$ cat src/rtl/ovfc_pkg.sv
// Package for the output overvoltage fault control block
// Assumes a single 100 MHz clock domain
package ovfc_pkg;
  // Command codes of the two registers
  localparam logic [7:0] OVFC_CMD_RESPONSE = 8'h41;
  localparam logic [7:0] OVFC_CMD_WARN_LIMIT = 8'h42;
  // Response register layout
  localparam int OVFC_RSP_SELECT_BIT = 7;
  localparam int OVFC_RSP_ZERO_BIT = 6;
  localparam int OVFC_RSP_RETRY_HI = 5;
  localparam int OVFC_RSP_RETRY_LO = 3;
  localparam logic [7:0] OVFC_RESPONSE_RESET = 8'hBF;
  localparam logic [2:0] OVFC_FIXED_DELAY = 3'h7;
  localparam logic [2:0] OVFC_RETRY_LATCH = 3'h0;
  localparam logic [2:0] OVFC_RETRY_ENDLESS = 3'h7;
  // Warning limit layout
  localparam logic [15:0] OVFC_WARN_RESET = 16'h0267;
  localparam logic [15:0] OVFC_WARN_MASK = 16'h0FFF;
  localparam logic [4:0] OVFC_VOUT_EXPONENT = 5'h17;
  localparam logic [23:0] OVFC_WARN_SCALED_MIN = 24'h00010D;
  // Restart delay in soft-start rise intervals
  localparam logic [3:0] OVFC_RETRY_INTERVALS = 4'h7;
  // Rise time is an input count of microseconds
  localparam int OVFC_CLK_MHZ = 100;
  localparam int OVFC_US_CYCLES = OVFC_CLK_MHZ;
  localparam logic [6:0] OVFC_US_COUNT_MAX = 7'(OVFC_US_CYCLES - 1);
  // Retry state machine
  typedef enum logic [1:0] {
    OVFC_RUN, OVFC_DOWN, OVFC_WAIT, OVFC_LATCHED
  } ovfc_state_e;
endpackage

$ cat src/rtl/ovfc_limit_check.sv
// Validity check for a written overvoltage warning limit
// Assumes limits share one linear exponent
`timescale 1ns/100ps
`default_nettype none
module ovfc_limit_check (
  // Candidate and references
  input wire logic [15:0] candidate,
  input wire logic [15:0] vout_command,
  input wire logic [15:0] fault_limit,
  input wire logic [7:0] scale_loop,
  // Result
  output logic valid
);
  import ovfc_pkg::*;
  logic [23:0] scaled;
  always_comb begin
    scaled = candidate * scale_loop;
    valid = (candidate > vout_command) && (candidate < fault_limit) &&
            (scaled > OVFC_WARN_SCALED_MIN) &&
            ((candidate & ~OVFC_WARN_MASK) == 16'h0000);
  end
endmodule
`default_nettype wire

$ cat src/rtl/ovfc_retry_timer.sv
// Times seven soft-start rise intervals after an overvoltage shutdown
// Assumes rise time is given in whole microseconds
`timescale 1ns/100ps
`default_nettype none
module ovfc_retry_timer (
  // Clock and reset
  input wire logic sys_clk,
  input wire logic resetn,
  // Control
  input wire logic start,
  input wire logic abort,
  input wire logic [15:0] soft_start_rise_time,
  // Result
  output logic done
);
  import ovfc_pkg::*;
  logic [6:0] us_reg, us_next;
  logic [15:0] rise_reg, rise_next;
  logic [3:0] ivl_reg, ivl_next;
  logic run_reg, run_next;
  logic us_tick;
  always_comb begin
    us_tick = run_reg && (us_reg == OVFC_US_COUNT_MAX);
    us_next = us_reg;
    rise_next = rise_reg;
    ivl_next = ivl_reg;
    run_next = run_reg;
    done = 1'b0;
    if (abort) begin
      run_next = 1'b0;
    end else if (start) begin
      run_next = 1'b1;
      us_next = '0;
      rise_next = '0;
      ivl_next = '0;
    end else if (run_reg) begin
      us_next = us_tick ? '0 : us_reg + 7'h01;
      if (us_tick) begin
        if (rise_reg + 16'h0001 >= soft_start_rise_time) begin
          rise_next = '0;
          ivl_next = ivl_reg + 4'h1;
          if (ivl_reg + 4'h1 == OVFC_RETRY_INTERVALS) begin
            run_next = 1'b0;
            done = 1'b1;
          end
        end else begin
          rise_next = rise_reg + 16'h0001;
        end
      end
    end
  end
  always_ff @(posedge sys_clk or negedge resetn) begin
    if (!resetn) begin
      us_reg <= '0;
      rise_reg <= '0;
      ivl_reg <= '0;
      run_reg <= 1'b0;
    end else begin
      us_reg <= us_next;
      rise_reg <= rise_next;
      ivl_reg <= ivl_next;
      run_reg <= run_next;
    end
  end
endmodule
`default_nettype wire

$ cat src/rtl/ovfc_top.sv
// Output overvoltage fault response and warning limit registers
// Assumes a decoded command port from the host transaction layer
`timescale 1ns/100ps
`default_nettype none
module ovfc_top (
  // Clock and reset
  input wire logic sys_clk,
  input wire logic resetn,
  // Command port
  input wire logic wr_en,
  input wire logic [7:0] wr_cmd,
  input wire logic [15:0] wr_data,
  input wire logic [7:0] rd_cmd,
  output logic [15:0] rd_data,
  // Non-volatile storage
  input wire logic store_all,
  input wire logic restore_all,
  output logic nv_store_en,
  output logic nv_retry_bit,
  output logic nv_select_bit,
  input wire logic nv_retry_bit_in,
  input wire logic nv_select_bit_in,
  // Converter context
  input wire logic [15:0] vout_command,
  input wire logic [15:0] fault_limit,
  input wire logic [7:0] scale_loop,
  input wire logic [15:0] soft_start_rise_time,
  input wire logic output_on_cmd,
  input wire logic other_fault,
  // Comparator events
  input wire logic ov_fault_event,
  input wire logic ov_warn_event,
  // Status
  input wire logic clear_faults,
  input wire logic [3:0] alert_mask,
  output logic overvoltage_fault_flag,
  output logic overvoltage_warning_flag,
  output logic voltage_flag_word,
  output logic comm_error_flag,
  output logic invalid_data_flag,
  output logic ov_fault_byte_flag,
  output logic other_flag,
  output logic smbalert_n,
  // Output stage control
  output logic output_enable,
  output logic soft_start_req,
  output logic [15:0] warn_limit_out,
  output logic [4:0] vout_exponent
);
  import ovfc_pkg::*;

  // ---------------------------------------------------------------
  // Register state
  // ---------------------------------------------------------------
  logic select_reg, select_next;
  logic [2:0] retry_field_reg, retry_field_next;
  logic [15:0] warn_reg, warn_next;
  logic ovf_reg, ovf_next;
  logic ovw_reg, ovw_next;
  logic cml_reg, cml_next;
  logic ivd_reg, ivd_next;
  logic warn_init_reg, warn_init_next;
  logic [15:0] rd_reg, rd_next;
  ovfc_state_e state_reg, state_next;
  logic warn_ok, timer_start, timer_abort, timer_done;
  logic [15:0] warn_default;
  logic [7:0] response_value;
  logic [2:0] wr_retry;
  logic rsp_write, warn_write, rsp_accept, warn_accept, bad_write;

  ovfc_limit_check u_check (
    .candidate(wr_data),
    .vout_command(vout_command),
    .fault_limit(fault_limit),
    .scale_loop(scale_loop),
    .valid(warn_ok)
  );

  ovfc_retry_timer u_timer (
    .sys_clk(sys_clk),
    .resetn(resetn),
    .start(timer_start),
    .abort(timer_abort),
    .soft_start_rise_time(soft_start_rise_time),
    .done(timer_done)
  );

  // ---------------------------------------------------------------
  // Helpers
  // ---------------------------------------------------------------
  function automatic logic retry_latches(input logic [2:0] r);
    return r == OVFC_RETRY_LATCH;
  endfunction

  // Retry code must be all zeros or all ones
  function automatic logic retry_legal(input logic [2:0] r);
    return retry_latches(r) || (r == OVFC_RETRY_ENDLESS);
  endfunction

  // ---------------------------------------------------------------
  // Write decode
  // ---------------------------------------------------------------
  always_comb begin
    wr_retry = wr_data[OVFC_RSP_RETRY_HI:OVFC_RSP_RETRY_LO];
    rsp_write = wr_en && (wr_cmd == OVFC_CMD_RESPONSE);
    warn_write = wr_en && (wr_cmd == OVFC_CMD_WARN_LIMIT);
    rsp_accept = rsp_write && retry_legal(wr_retry);
    warn_accept = warn_write && warn_ok;
    bad_write = (rsp_write && !rsp_accept) ||
                (warn_write && !warn_accept);
    warn_default = fault_limit - {4'h0, fault_limit[15:4]};
    // Fallback keeps the warning above the commanded voltage
    if (warn_default <= vout_command) begin
      warn_default = fault_limit - 16'h0001;
    end
  end

  // ---------------------------------------------------------------
  // Configuration registers
  // ---------------------------------------------------------------
  always_comb begin
    select_next = select_reg;
    retry_field_next = retry_field_reg;
    warn_next = warn_reg;
    warn_init_next = 1'b1;
    // Default limit follows the fault limit seen after reset
    if (!warn_init_reg) begin
      warn_next = warn_default & OVFC_WARN_MASK;
    end
    if (restore_all) begin
      select_next = nv_select_bit_in;
      retry_field_next = {3{nv_retry_bit_in}};
    end
    // A rejected write keeps the old setting
    if (rsp_accept) begin
      select_next = wr_data[OVFC_RSP_SELECT_BIT];
      retry_field_next = wr_retry;
    end
    if (warn_accept) begin
      warn_next = wr_data & OVFC_WARN_MASK;
    end
  end

  always_ff @(posedge sys_clk or negedge resetn) begin
    if (!resetn) begin
      select_reg <= OVFC_RESPONSE_RESET[OVFC_RSP_SELECT_BIT];
      retry_field_reg <=
        OVFC_RESPONSE_RESET[OVFC_RSP_RETRY_HI:OVFC_RSP_RETRY_LO];
      warn_reg <= OVFC_WARN_RESET;
      warn_init_reg <= 1'b0;
    end else begin
      select_reg <= select_next;
      retry_field_reg <= retry_field_next;
      warn_reg <= warn_next;
      warn_init_reg <= warn_init_next;
    end
  end

  // ---------------------------------------------------------------
  // Status flags
  // ---------------------------------------------------------------
  always_comb begin
    ovf_next = ovf_reg;
    ovw_next = ovw_reg;
    cml_next = cml_reg;
    ivd_next = ivd_reg;
    if (clear_faults) begin
      ovf_next = 1'b0;
      ovw_next = 1'b0;
      cml_next = 1'b0;
      ivd_next = 1'b0;
    end
    // Events win over a clear in the same cycle
    if (bad_write) begin
      cml_next = 1'b1;
      ivd_next = 1'b1;
    end
    if (ov_fault_event) begin
      ovf_next = 1'b1;
    end
    if (ov_warn_event) begin
      ovw_next = 1'b1;
    end
  end

  always_ff @(posedge sys_clk or negedge resetn) begin
    if (!resetn) begin
      ovf_reg <= 1'b0;
      ovw_reg <= 1'b0;
      cml_reg <= 1'b0;
      ivd_reg <= 1'b0;
    end else begin
      ovf_reg <= ovf_next;
      ovw_reg <= ovw_next;
      cml_reg <= cml_next;
      ivd_reg <= ivd_next;
    end
  end

  // ---------------------------------------------------------------
  // Read data
  // ---------------------------------------------------------------
  always_comb begin
    response_value = {select_reg, 1'b0, retry_field_reg,
                      OVFC_FIXED_DELAY};
    unique case (rd_cmd)
      OVFC_CMD_RESPONSE: rd_next = {8'h00, response_value};
      OVFC_CMD_WARN_LIMIT: rd_next = warn_reg;
      default: rd_next = 16'h0000;
    endcase
  end

  always_ff @(posedge sys_clk or negedge resetn) begin
    if (!resetn) begin
      rd_reg <= 16'h0000;
    end else begin
      rd_reg <= rd_next;
    end
  end

  // ---------------------------------------------------------------
  // Fault response sequencing
  // ---------------------------------------------------------------
  always_comb begin
    state_next = state_reg;
    timer_start = 1'b0;
    timer_abort = !output_on_cmd || other_fault;
    unique case (state_reg)
      OVFC_RUN: begin
        if (ov_fault_event && select_reg) begin
          state_next = retry_latches(retry_field_reg) ?
                       OVFC_LATCHED : OVFC_DOWN;
        end
      end
      OVFC_DOWN: begin
        timer_start = 1'b1;
        state_next = OVFC_WAIT;
      end
      OVFC_WAIT: begin
        if (timer_abort) begin
          state_next = OVFC_LATCHED;
        end else if (timer_done) begin
          state_next = OVFC_RUN;
        end
      end
      OVFC_LATCHED: begin
        if (clear_faults || !output_on_cmd) begin
          state_next = OVFC_RUN;
        end
      end
    endcase
  end

  always_ff @(posedge sys_clk or negedge resetn) begin
    if (!resetn) begin
      state_reg <= OVFC_RUN;
    end else begin
      state_reg <= state_next;
    end
  end

  // ---------------------------------------------------------------
  // Outputs
  // ---------------------------------------------------------------
  assign rd_data = rd_reg;
  assign nv_store_en = store_all;
  assign nv_select_bit = select_reg;
  assign nv_retry_bit = retry_field_reg[2];
  assign overvoltage_fault_flag = ovf_reg;
  assign ov_fault_byte_flag = ovf_reg;
  assign overvoltage_warning_flag = ovw_reg;
  assign other_flag = ovw_reg;
  assign voltage_flag_word = ovf_reg | ovw_reg;
  assign comm_error_flag = cml_reg;
  assign invalid_data_flag = ivd_reg;
  assign smbalert_n = !((ovf_reg & !alert_mask[0]) |
                        (ovw_reg & !alert_mask[1]) |
                        (cml_reg & !alert_mask[2]) |
                        (ivd_reg & !alert_mask[3]));
  assign output_enable = output_on_cmd && (state_reg == OVFC_RUN);
  assign soft_start_req = (state_reg == OVFC_WAIT) && timer_done;
  assign warn_limit_out = warn_reg;
  assign vout_exponent = OVFC_VOUT_EXPONENT;
endmodule
`default_nettype wire

$ cat config.mk
export PLATFORM = sky130hd
export DESIGN_NAME = ovfc_top
export DESIGN_NICKNAME = d
export VERILOG_FILES = /design/src/rtl/ovfc_pkg.sv /design/src/rtl/ovfc_limit_check.sv /design/src/rtl/ovfc_retry_timer.sv /design/src/rtl/ovfc_top.sv
export SDC_FILE = /design/constraint.sdc
export NUM_CORES = 1
export LEC_CHECK = 0
export BUFFER_PORTS_ARGS = -buffer_cell sky130_fd_sc_hd__clkbuf_2
export CAP_MARGIN = 20
export CORE_MARGIN = 2
export CORE_UTILIZATION = 50
export CTS_BUF_LIST = sky130_fd_sc_hd__clkbuf_16
export DETAILED_ROUTE_END_ITERATION = 8
export HOLD_SLACK_MARGIN = 0.06
export PLACE_DENSITY = 0.71
export SYNTH_ARGS = -nofsm -noshare
export SYNTH_HDL_FRONTEND = slang
export SYNTH_SLANG_ARGS = --single-unit
$ cat constraint.sdc
create_clock -name sys_clk -period 3.2 [get_ports sys_clk]
set_input_delay 0 -clock sys_clk [delete_from_list [all_inputs] [get_ports sys_clk]]
set_output_delay 0 -clock sys_clk [all_outputs]
set_load 0.03 [all_outputs]
==> impl_metrics.csv, run 1 <==
group,metric,value,unit
status,status,"finished, violations left",
status,violations,"setup timing",
route,drtPass1Iterations,5,
run,drv_cap,0,
sta,min_period,4830,ps
pwr,switching_share,43.3,%
floorplanning,start_util,51.2,%
pwr,power_frac_comb,76.1,%
global_route,grt_max_degree,46,
route,vias,9399,
synthesis,synth-compound-area-share,13.8,%
floorplanning,coreArea,19500,µm²
pwr,total_leakage_power,7.09,nW
placement,numPortBuffers,138,
route,wl_per_cell,15.4,µm
worst_hold_path,hp-start,"clear_faults",
placement,gp_congestion,0.957,
synthesis,yosysMostFrequentCell,"inv_1",
finish,fillCellCount,1501,
finish,fin_area,13500,µm²
synthesis,synthFlopType,"dfrtp_1",
synthesis,synth.area.top_cells,"fa_1 17%, ha_1 16%, dfrtp_1 13%",
finish,drive_gt1_share,32.9,%
synthesis,ys_seq_elements,62,
synthesis,synth_xor_xnor_area_share,4.65,%
worst_setup_path,required,3410,ps
sta,setup_slack,-1630,ps
floorplanning,io_pins,154,
clock_tree,htree_num_levels,3,
pwr,internal-power,4.77,mW
route,drt_wl_total,27.4,mm
sta,skew,6.30,ps
clock_tree,cts.clk_slew.worst_paths,60,ps
pwr,p_sw,3.64,mW
sta,fmax,0.207,GHz
synthesis,synth_top_family_by_area,"adder cells",
synthesis,synthDistinctLibCells,73,
synthesis,synth_edf_count,0,
finish,largest_reg_flops,16,
worst_setup_path,startpoint,"wr_data[10]",
sta,worst_pin_slew,877,ps
pwr,power_frac_seq,11.7,%
sta,final_max_slew_viol_count,0,
floorplanning,chipHeight,145,µm
placement,pre_cts_ws,-2120,ps
synthesis,synth_top_cell_area_share,17.0,%
route,met3_length,1.18,mm
route,vias_per_cell,5.29,
global_route,grt_pass1_vias,9416,
clock_tree,clock_path_buffers,2,
global_route,grt_pass1_wl,44.3,mm
synthesis,ys_warn_count,0,
synthesis,synth_fa_ha_area_share,32.6,%
sta,hold_violations,0,
worst_setup_path,arrival,5050,ps
synthesis,seq_area_frac_synth,15.7,%
worst_setup_path,worstPathMaxFanout,6,
route,wl_met2,14.1,mm
clock_tree,cts_num_sinks,62,
sta,grt_setup_unrepaired,"true",
worst_hold_path,hp-class,"in2reg",
synthesis,async_flop_share,100,%
route,drt_iter0_drc,395,
worst_setup_path,rrSetupSlack,-140,ps
clock_tree,clk-insertion-delay-late,330,ps
floorplanning,die_x,145,µm
finish,syn_to_final_growth,35.4,%
synthesis,syn_inst,1170,
pwr,peakVddDrop,575,µV
synthesis,synth_area_per_cell,8.54,µm²
synthesis,synth_area,9990,µm²
floorplanning,row_count,51,
worst_setup_path,ff2ff_path_depth,16,
pwr,clockPowerShare,12.2,%
clock_tree,clock_tree.root_cell,"clkbuf_16",
finish,seq_area,1560,µm²
worst_setup_path,critPathLaunchType,"primary input",
sta,slew_headroom,41.4,%
global_route,track_usage,25.2,%
global_route,antenna_found_initial,1,
synthesis,synth_common_cells,"166 x inv_1, 124 x ha_1, 112 x and2_1",
synthesis,yosys.area_share.simple,20.6,%
route,wl_met1,11.5,mm
finish,multi_input_area,8120,µm²
placement,hpwl,21.6,mm
worst_setup_path,regToRegStartpoint,"u_timer.rise_reg[3]$_DFFE_PN0P_",
worst_setup_path,crit_end,"warn_limit_out[8]$_DFFE_PN0P_",
finish,layout.nets,1818,
clock_tree,cts_tree,"built",
worst_setup_path,path_class,"in2reg",
synthesis,yosys-mux-area-fraction,3.49,%
placement,placed_area,12300,µm²
floorplanning,die_area,21100,µm²
pwr,power_density,622,nW/µm²
sta,finalSetupViolCount,26,
worst_setup_path,timing.rr.end,"u_timer.rise_reg[8]$_DFFE_PN0P_",
route,drc,0,
sta,fin_crit_sh,151,%
route,topRoutingLayerUsed,"met4",
clock_tree,cts-buffers-inserted,9,
synthesis,yosysTopAreaCell,"fa_1",
route,antenna_left,0,
worst_setup_path,end_kind,"register",
global_route,gr-total-overflow,0,
critical path, stage by stage:
cell and delay [ps]:
clkbuf_4 150, buf_6 130, and2_1 170, fa_1 560, fa_1 450, fa_1 550
inv_1 60, fa_1 520, inv_1 60, ha_4 290, buf_4 140, o211ai_1 110
buf_4 150, buf_4 120, o211ai_1 210, mux2i_1 130, a21oi_1 170, and4_1 240
nand4_1 110, buf_6 160, nand3_4 120, buf_12 140, mux2_4 300
logic make-up after synthesis:
kind of cell | count (synthesis)
and+or+nand+nor | 389
buffers and inverters | 216
adders and majority gates | 209
AOI/OAI and AO/OA | 209
DFF | 62
xor gates and xnor gates | 53
muxes | 30
other | 2
layout by cell type, fill, tap and decap left out, drive strengths merged, types with 20 or more instances in the layout:
cell	instances
a21oi	47
nand3	25
and2	112
fa	85
ha	124
nor3	20
a21o	28
nand2	84
nor2	59
o21ai	59
inv	168
dfrtp	52
xnor2	36
buf	215
clkbuf	146
per-stage QoR:
stage                     setup TNS [ps]  utilization (%)  hold WS (ps)  total power [mW]  std cells
final                             -21590             69.3          77.8              8.41       1776
after global routing              -25180             69.3          85.5              9.11       1776
after CTS                         -20300             68.0          65.1              7.98       1764
after detailed placement          -27380             62.8         -38.1              6.25       1724
after global placement            -25620             62.8         -29.4              6.15       1724
after floorplan                   -19810                -          -296              4.50       1182
metal layers:
layer,vias to the layer above,track usage (%)
met1,4523,32.1
met4,0,6.86
li1,4567,-
met3,42,2.73
met5,-,0
met2,267,45.5
worst min-delay path by stage:
stage | cells after the start | endpoint
after floorplan | 0 | invalid_data_flag$_DFFE_PN0P_
after global placement | 1 | u_timer.rise_reg[0]$_DFFE_PN0P_
after global routing | 3 | other_flag$_DFFE_PN0P_
after detailed placement | 1 | u_timer.rise_reg[1]$_DFFE_PN0P_
final | 4 | state_reg[1]$_DFFE_PN0P_
after CTS | 5 | retry_field_reg[1]$_DFFE_PN1P_
power by group through the flow:
| stage | logic (mW) | clock network, mW | registers (mW) |
|---|---|---|---|
| after detailed placement | 5.25 | 0 | 0.992 |
| after global routing | 7.04 | 1.07 | 0.993 |
| after global placement | 5.16 | 0 | 0.987 |
| after CTS | 5.96 | 1.04 | 0.979 |
| final | 6.40 | 1.02 | 0.983 |
| after floorplan | 3.47 | 0 | 1.03 |
layout make-up:
type / count / share of cell area, %
tap: 265 / 2.45
clock inverter: 7 / 0.657
multi-input combinational: 904 / 60.0
clock buffer: 9 / 1.67
timing repair buffer: 362 / 19.0
inverter: 166 / 4.61
sequential: 62 / 11.6
antenna: 1 / 0.0185
timing repair:
action | CTS | global route
hold buffers | 10 | 0
hold endpoints to repair | 26 | 0
setup buffers | 12 | 11
pin swaps | 43 | 31
endpoints found under the setup margin | 34 | 35
gates resized for setup | 106 | 44
cloned | 2 | 0
(Power assumes the default switching activity.)
==> inputs of run 2 (changes only) <==
--- a/config.mk
+++ b/config.mk
@@ -9,2 +9,3 @@
 export CAP_MARGIN = 20
+export CORE_ASPECT_RATIO = 1.1
 export CORE_MARGIN = 2
--- a/constraint.sdc
+++ b/constraint.sdc
@@ -3,2 +3,2 @@
 set_output_delay 0 -clock sys_clk [all_outputs]
-set_load 0.03 [all_outputs]
+set_load 0.02 [all_outputs]
==> impl_metrics.csv, run 2 (synthesis gave the netlist of run 1 again) <==
group,metric,value,unit
run,drv_cap,0,
sta,fin_crit_sh,152,%
placement,gp_congestion,0.892,
sta,slew_headroom,44.1,%
floorplanning,io_pins,154,
global_route,track_usage,25.7,%
floorplanning,coreArea,19700,µm²
worst_setup_path,path_buf_inv,5,
worst_setup_path,end_kind,"register",
status,status,"finished, violations left",
worst_setup_path,crit_chain,"buf_2 > and2_4 > fa_1 > fa_1 > fa_1 > inv_2 > fa_1 > inv_2 > ha_4 > o21ba_4 > a211oi_2 > o2111ai_2 > or4_4 > nor4_2 > and4_1 > nand4_1 > buf_6 > nand3_4 > buf_12 > mux2_4",
route,wl_per_cell,16.1,µm
route,drt_iter0_drc,543,
finish,syn_to_final_growth,36.0,%
route,drtPass1Iterations,5,
placement,numPortBuffers,138,
floorplanning,die_x,139,µm
global_route,grt_pass1_wl,45.3,mm
sta,final_max_slew_viol_count,0,
route,drc,0,
global_route,grt_pass1_vias,9845,
finish,final_cell_mix,"195 x buf_4, 159 x inv_1, 119 x clkbuf_2, 110 x ha_1, 84 x and2_1",
worst_setup_path,crit_top_cell,"fa_1",
worst_setup_path,cp_slowest_cell,"fa_1",
status,violations,"setup timing",
route,drt_wl_total,28.4,mm
clock_tree,clock_tree.root_cell,"clkbuf_16",
finish,largest_reg_flops,16,
worst_setup_path,arrival,5070,ps
floorplanning,row_count,54,
global_route,gr-total-overflow,0,
clock_tree,clock_path_buffers,2,
worst_setup_path,required,3420,ps
sta,hold_violations,0,
worst_setup_path,critPathLaunchType,"primary input",
route,antenna_left,0,
sta,setup_slack,-1660,ps
sta,holdWs,77.8,ps
sta,fmax,0.206,GHz
floorplanning,die_area,21100,µm²
floorplanning,start_util,50.6,%
finish,layout.nets,1816,
pwr,power_density,627,nW/µm²
clock_tree,cts_num_sinks,62,
finish,fillCellCount,1477,
finish,mostFrequentLayoutCell,"buf_4",
clock_tree,htree_num_levels,3,
route,vias_per_cell,5.42,
finish,drive_gt1_share,33.5,%
global_route,antenna_found_initial,2,
global_route,grt_max_degree,40,
worst_setup_path,max_stage_delay,530,ps
sta,grt_setup_unrepaired,"true",
route,vias,9556,
clock_tree,cts.clk_slew.worst_paths,60,ps
pwr,peakVddDrop,582,µV
clock_tree,clk-insertion-delay-late,330,ps
worst_setup_path,worstPathMaxFanout,8,
clock_tree,cts-buffers-inserted,9,
pwr,total_leakage_power,7.13,nW
sta,min_period,4860,ps
clock_tree,cts_tree,"built",
sta,finalSetupViolCount,29,
finish,fin_area,13600,µm²
worst_setup_path,path_class,"in2reg",
placement,hpwl,21.8,mm
sta,worst_pin_slew,837,ps
sta,skew,5.74,ps
placement,placed_area,12200,µm²
floorplanning,chipHeight,152,µm
worst_setup_path,cp_top_family,"adder cells",
worst_hold_path,hp-class,"in2reg",
[run 2: layer usage]
metal	share of wire (%)	routed length [µm]	track usage, %
met1	40	11400	30.5
met2	52	14800	47.1
met3	4.1	1150	2.83
met4	3.8	1070	10.6
met5	0	0	0
[run 2: final timing paths]
check	startpoint	endpoint	slack [ps]	cells past startpoint
worst max-delay path	wr_data[7]	warn_limit_out[7]$_DFFE_PN0P_	-1660	20
worst min-delay path	wr_data[1]	warn_limit_out[1]$_DFFE_PN1P_	80	3
worst max register to register	u_timer.rise_reg[4]$_DFFE_PN0P_	u_timer.rise_reg[0]$_DFFE_PN0P_	-130	16
worst min register to register	u_timer.us_reg[1]$_DFFE_PN0P_	u_timer.us_reg[1]$_DFFE_PN0P_	530	2
max in group asynchronous	resetn	warn_limit_out[9]$_DFFE_PN1P_	2010	3
min in group asynchronous	resetn	state_reg[0]$_DFFE_PN0P_	230	2
[run 2: repair_timing]
action / CTS / global route
buffers inserted: 13 / 11
cloned: 2 / 1
setup endpoints to repair: 24 / 36
hold buffers: 11 / 1
endpoints found under the hold margin: 32 / 1
pin swaps: 26 / 43
resized for setup: 95 / 77
[run 2: area by class of cell]
class                      count  area, µm²  share of cell area (%)
multi-input combinational    904       8100                    59.6
timing repair buffer         360       2630                    19.3
sequential                    62       1560                    11.5
inverter                     166        623                    4.59
tap                          252        315                    2.32
clock buffer                   9        225                    1.66
clock inverter                 7        125                   0.921
antenna                        2       5.00                  0.0368
[run 2: worst register-to-register path, delay by kind of cell, from the launching register on]
| family | cells | cell delay (ps) |
|---|---|---|
| flops | 1 | 360 |
| mux | 1 | 250 |
| fa+ha+maj | 1 | 280 |
| xor+xnor | 1 | 180 |
| simple gates | 9 | 1540 |
| compound gates | 3 | 470 |
| buf+inv | 1 | 130 |
[run 2: metrics by stage]
stage / total power, mW / worst slack [ps] / utilization, % / instances / setup TNS, ps
after global routing: 9.18 / -1850 / 68.9 / 1762 / -28280
after detailed placement: 6.27 / -2150 / 61.8 / 1704 / -27510
final: 8.52 / -1660 / 68.9 / 1762 / -22590
after CTS: 8.09 / -1500 / 67.1 / 1746 / -18770
after global placement: 6.14 / -2060 / 61.8 / 1704 / -26270
after floorplan: 4.46 / -1600 / - / 1182 / -19810
[run 2: where the power goes]
part	switching (mW)	leakage, nW	internal [mW]
clock	0.386	0.171	0.771
sequential	0.106	0.796	0.880
combinational	3.13	6.16	3.24
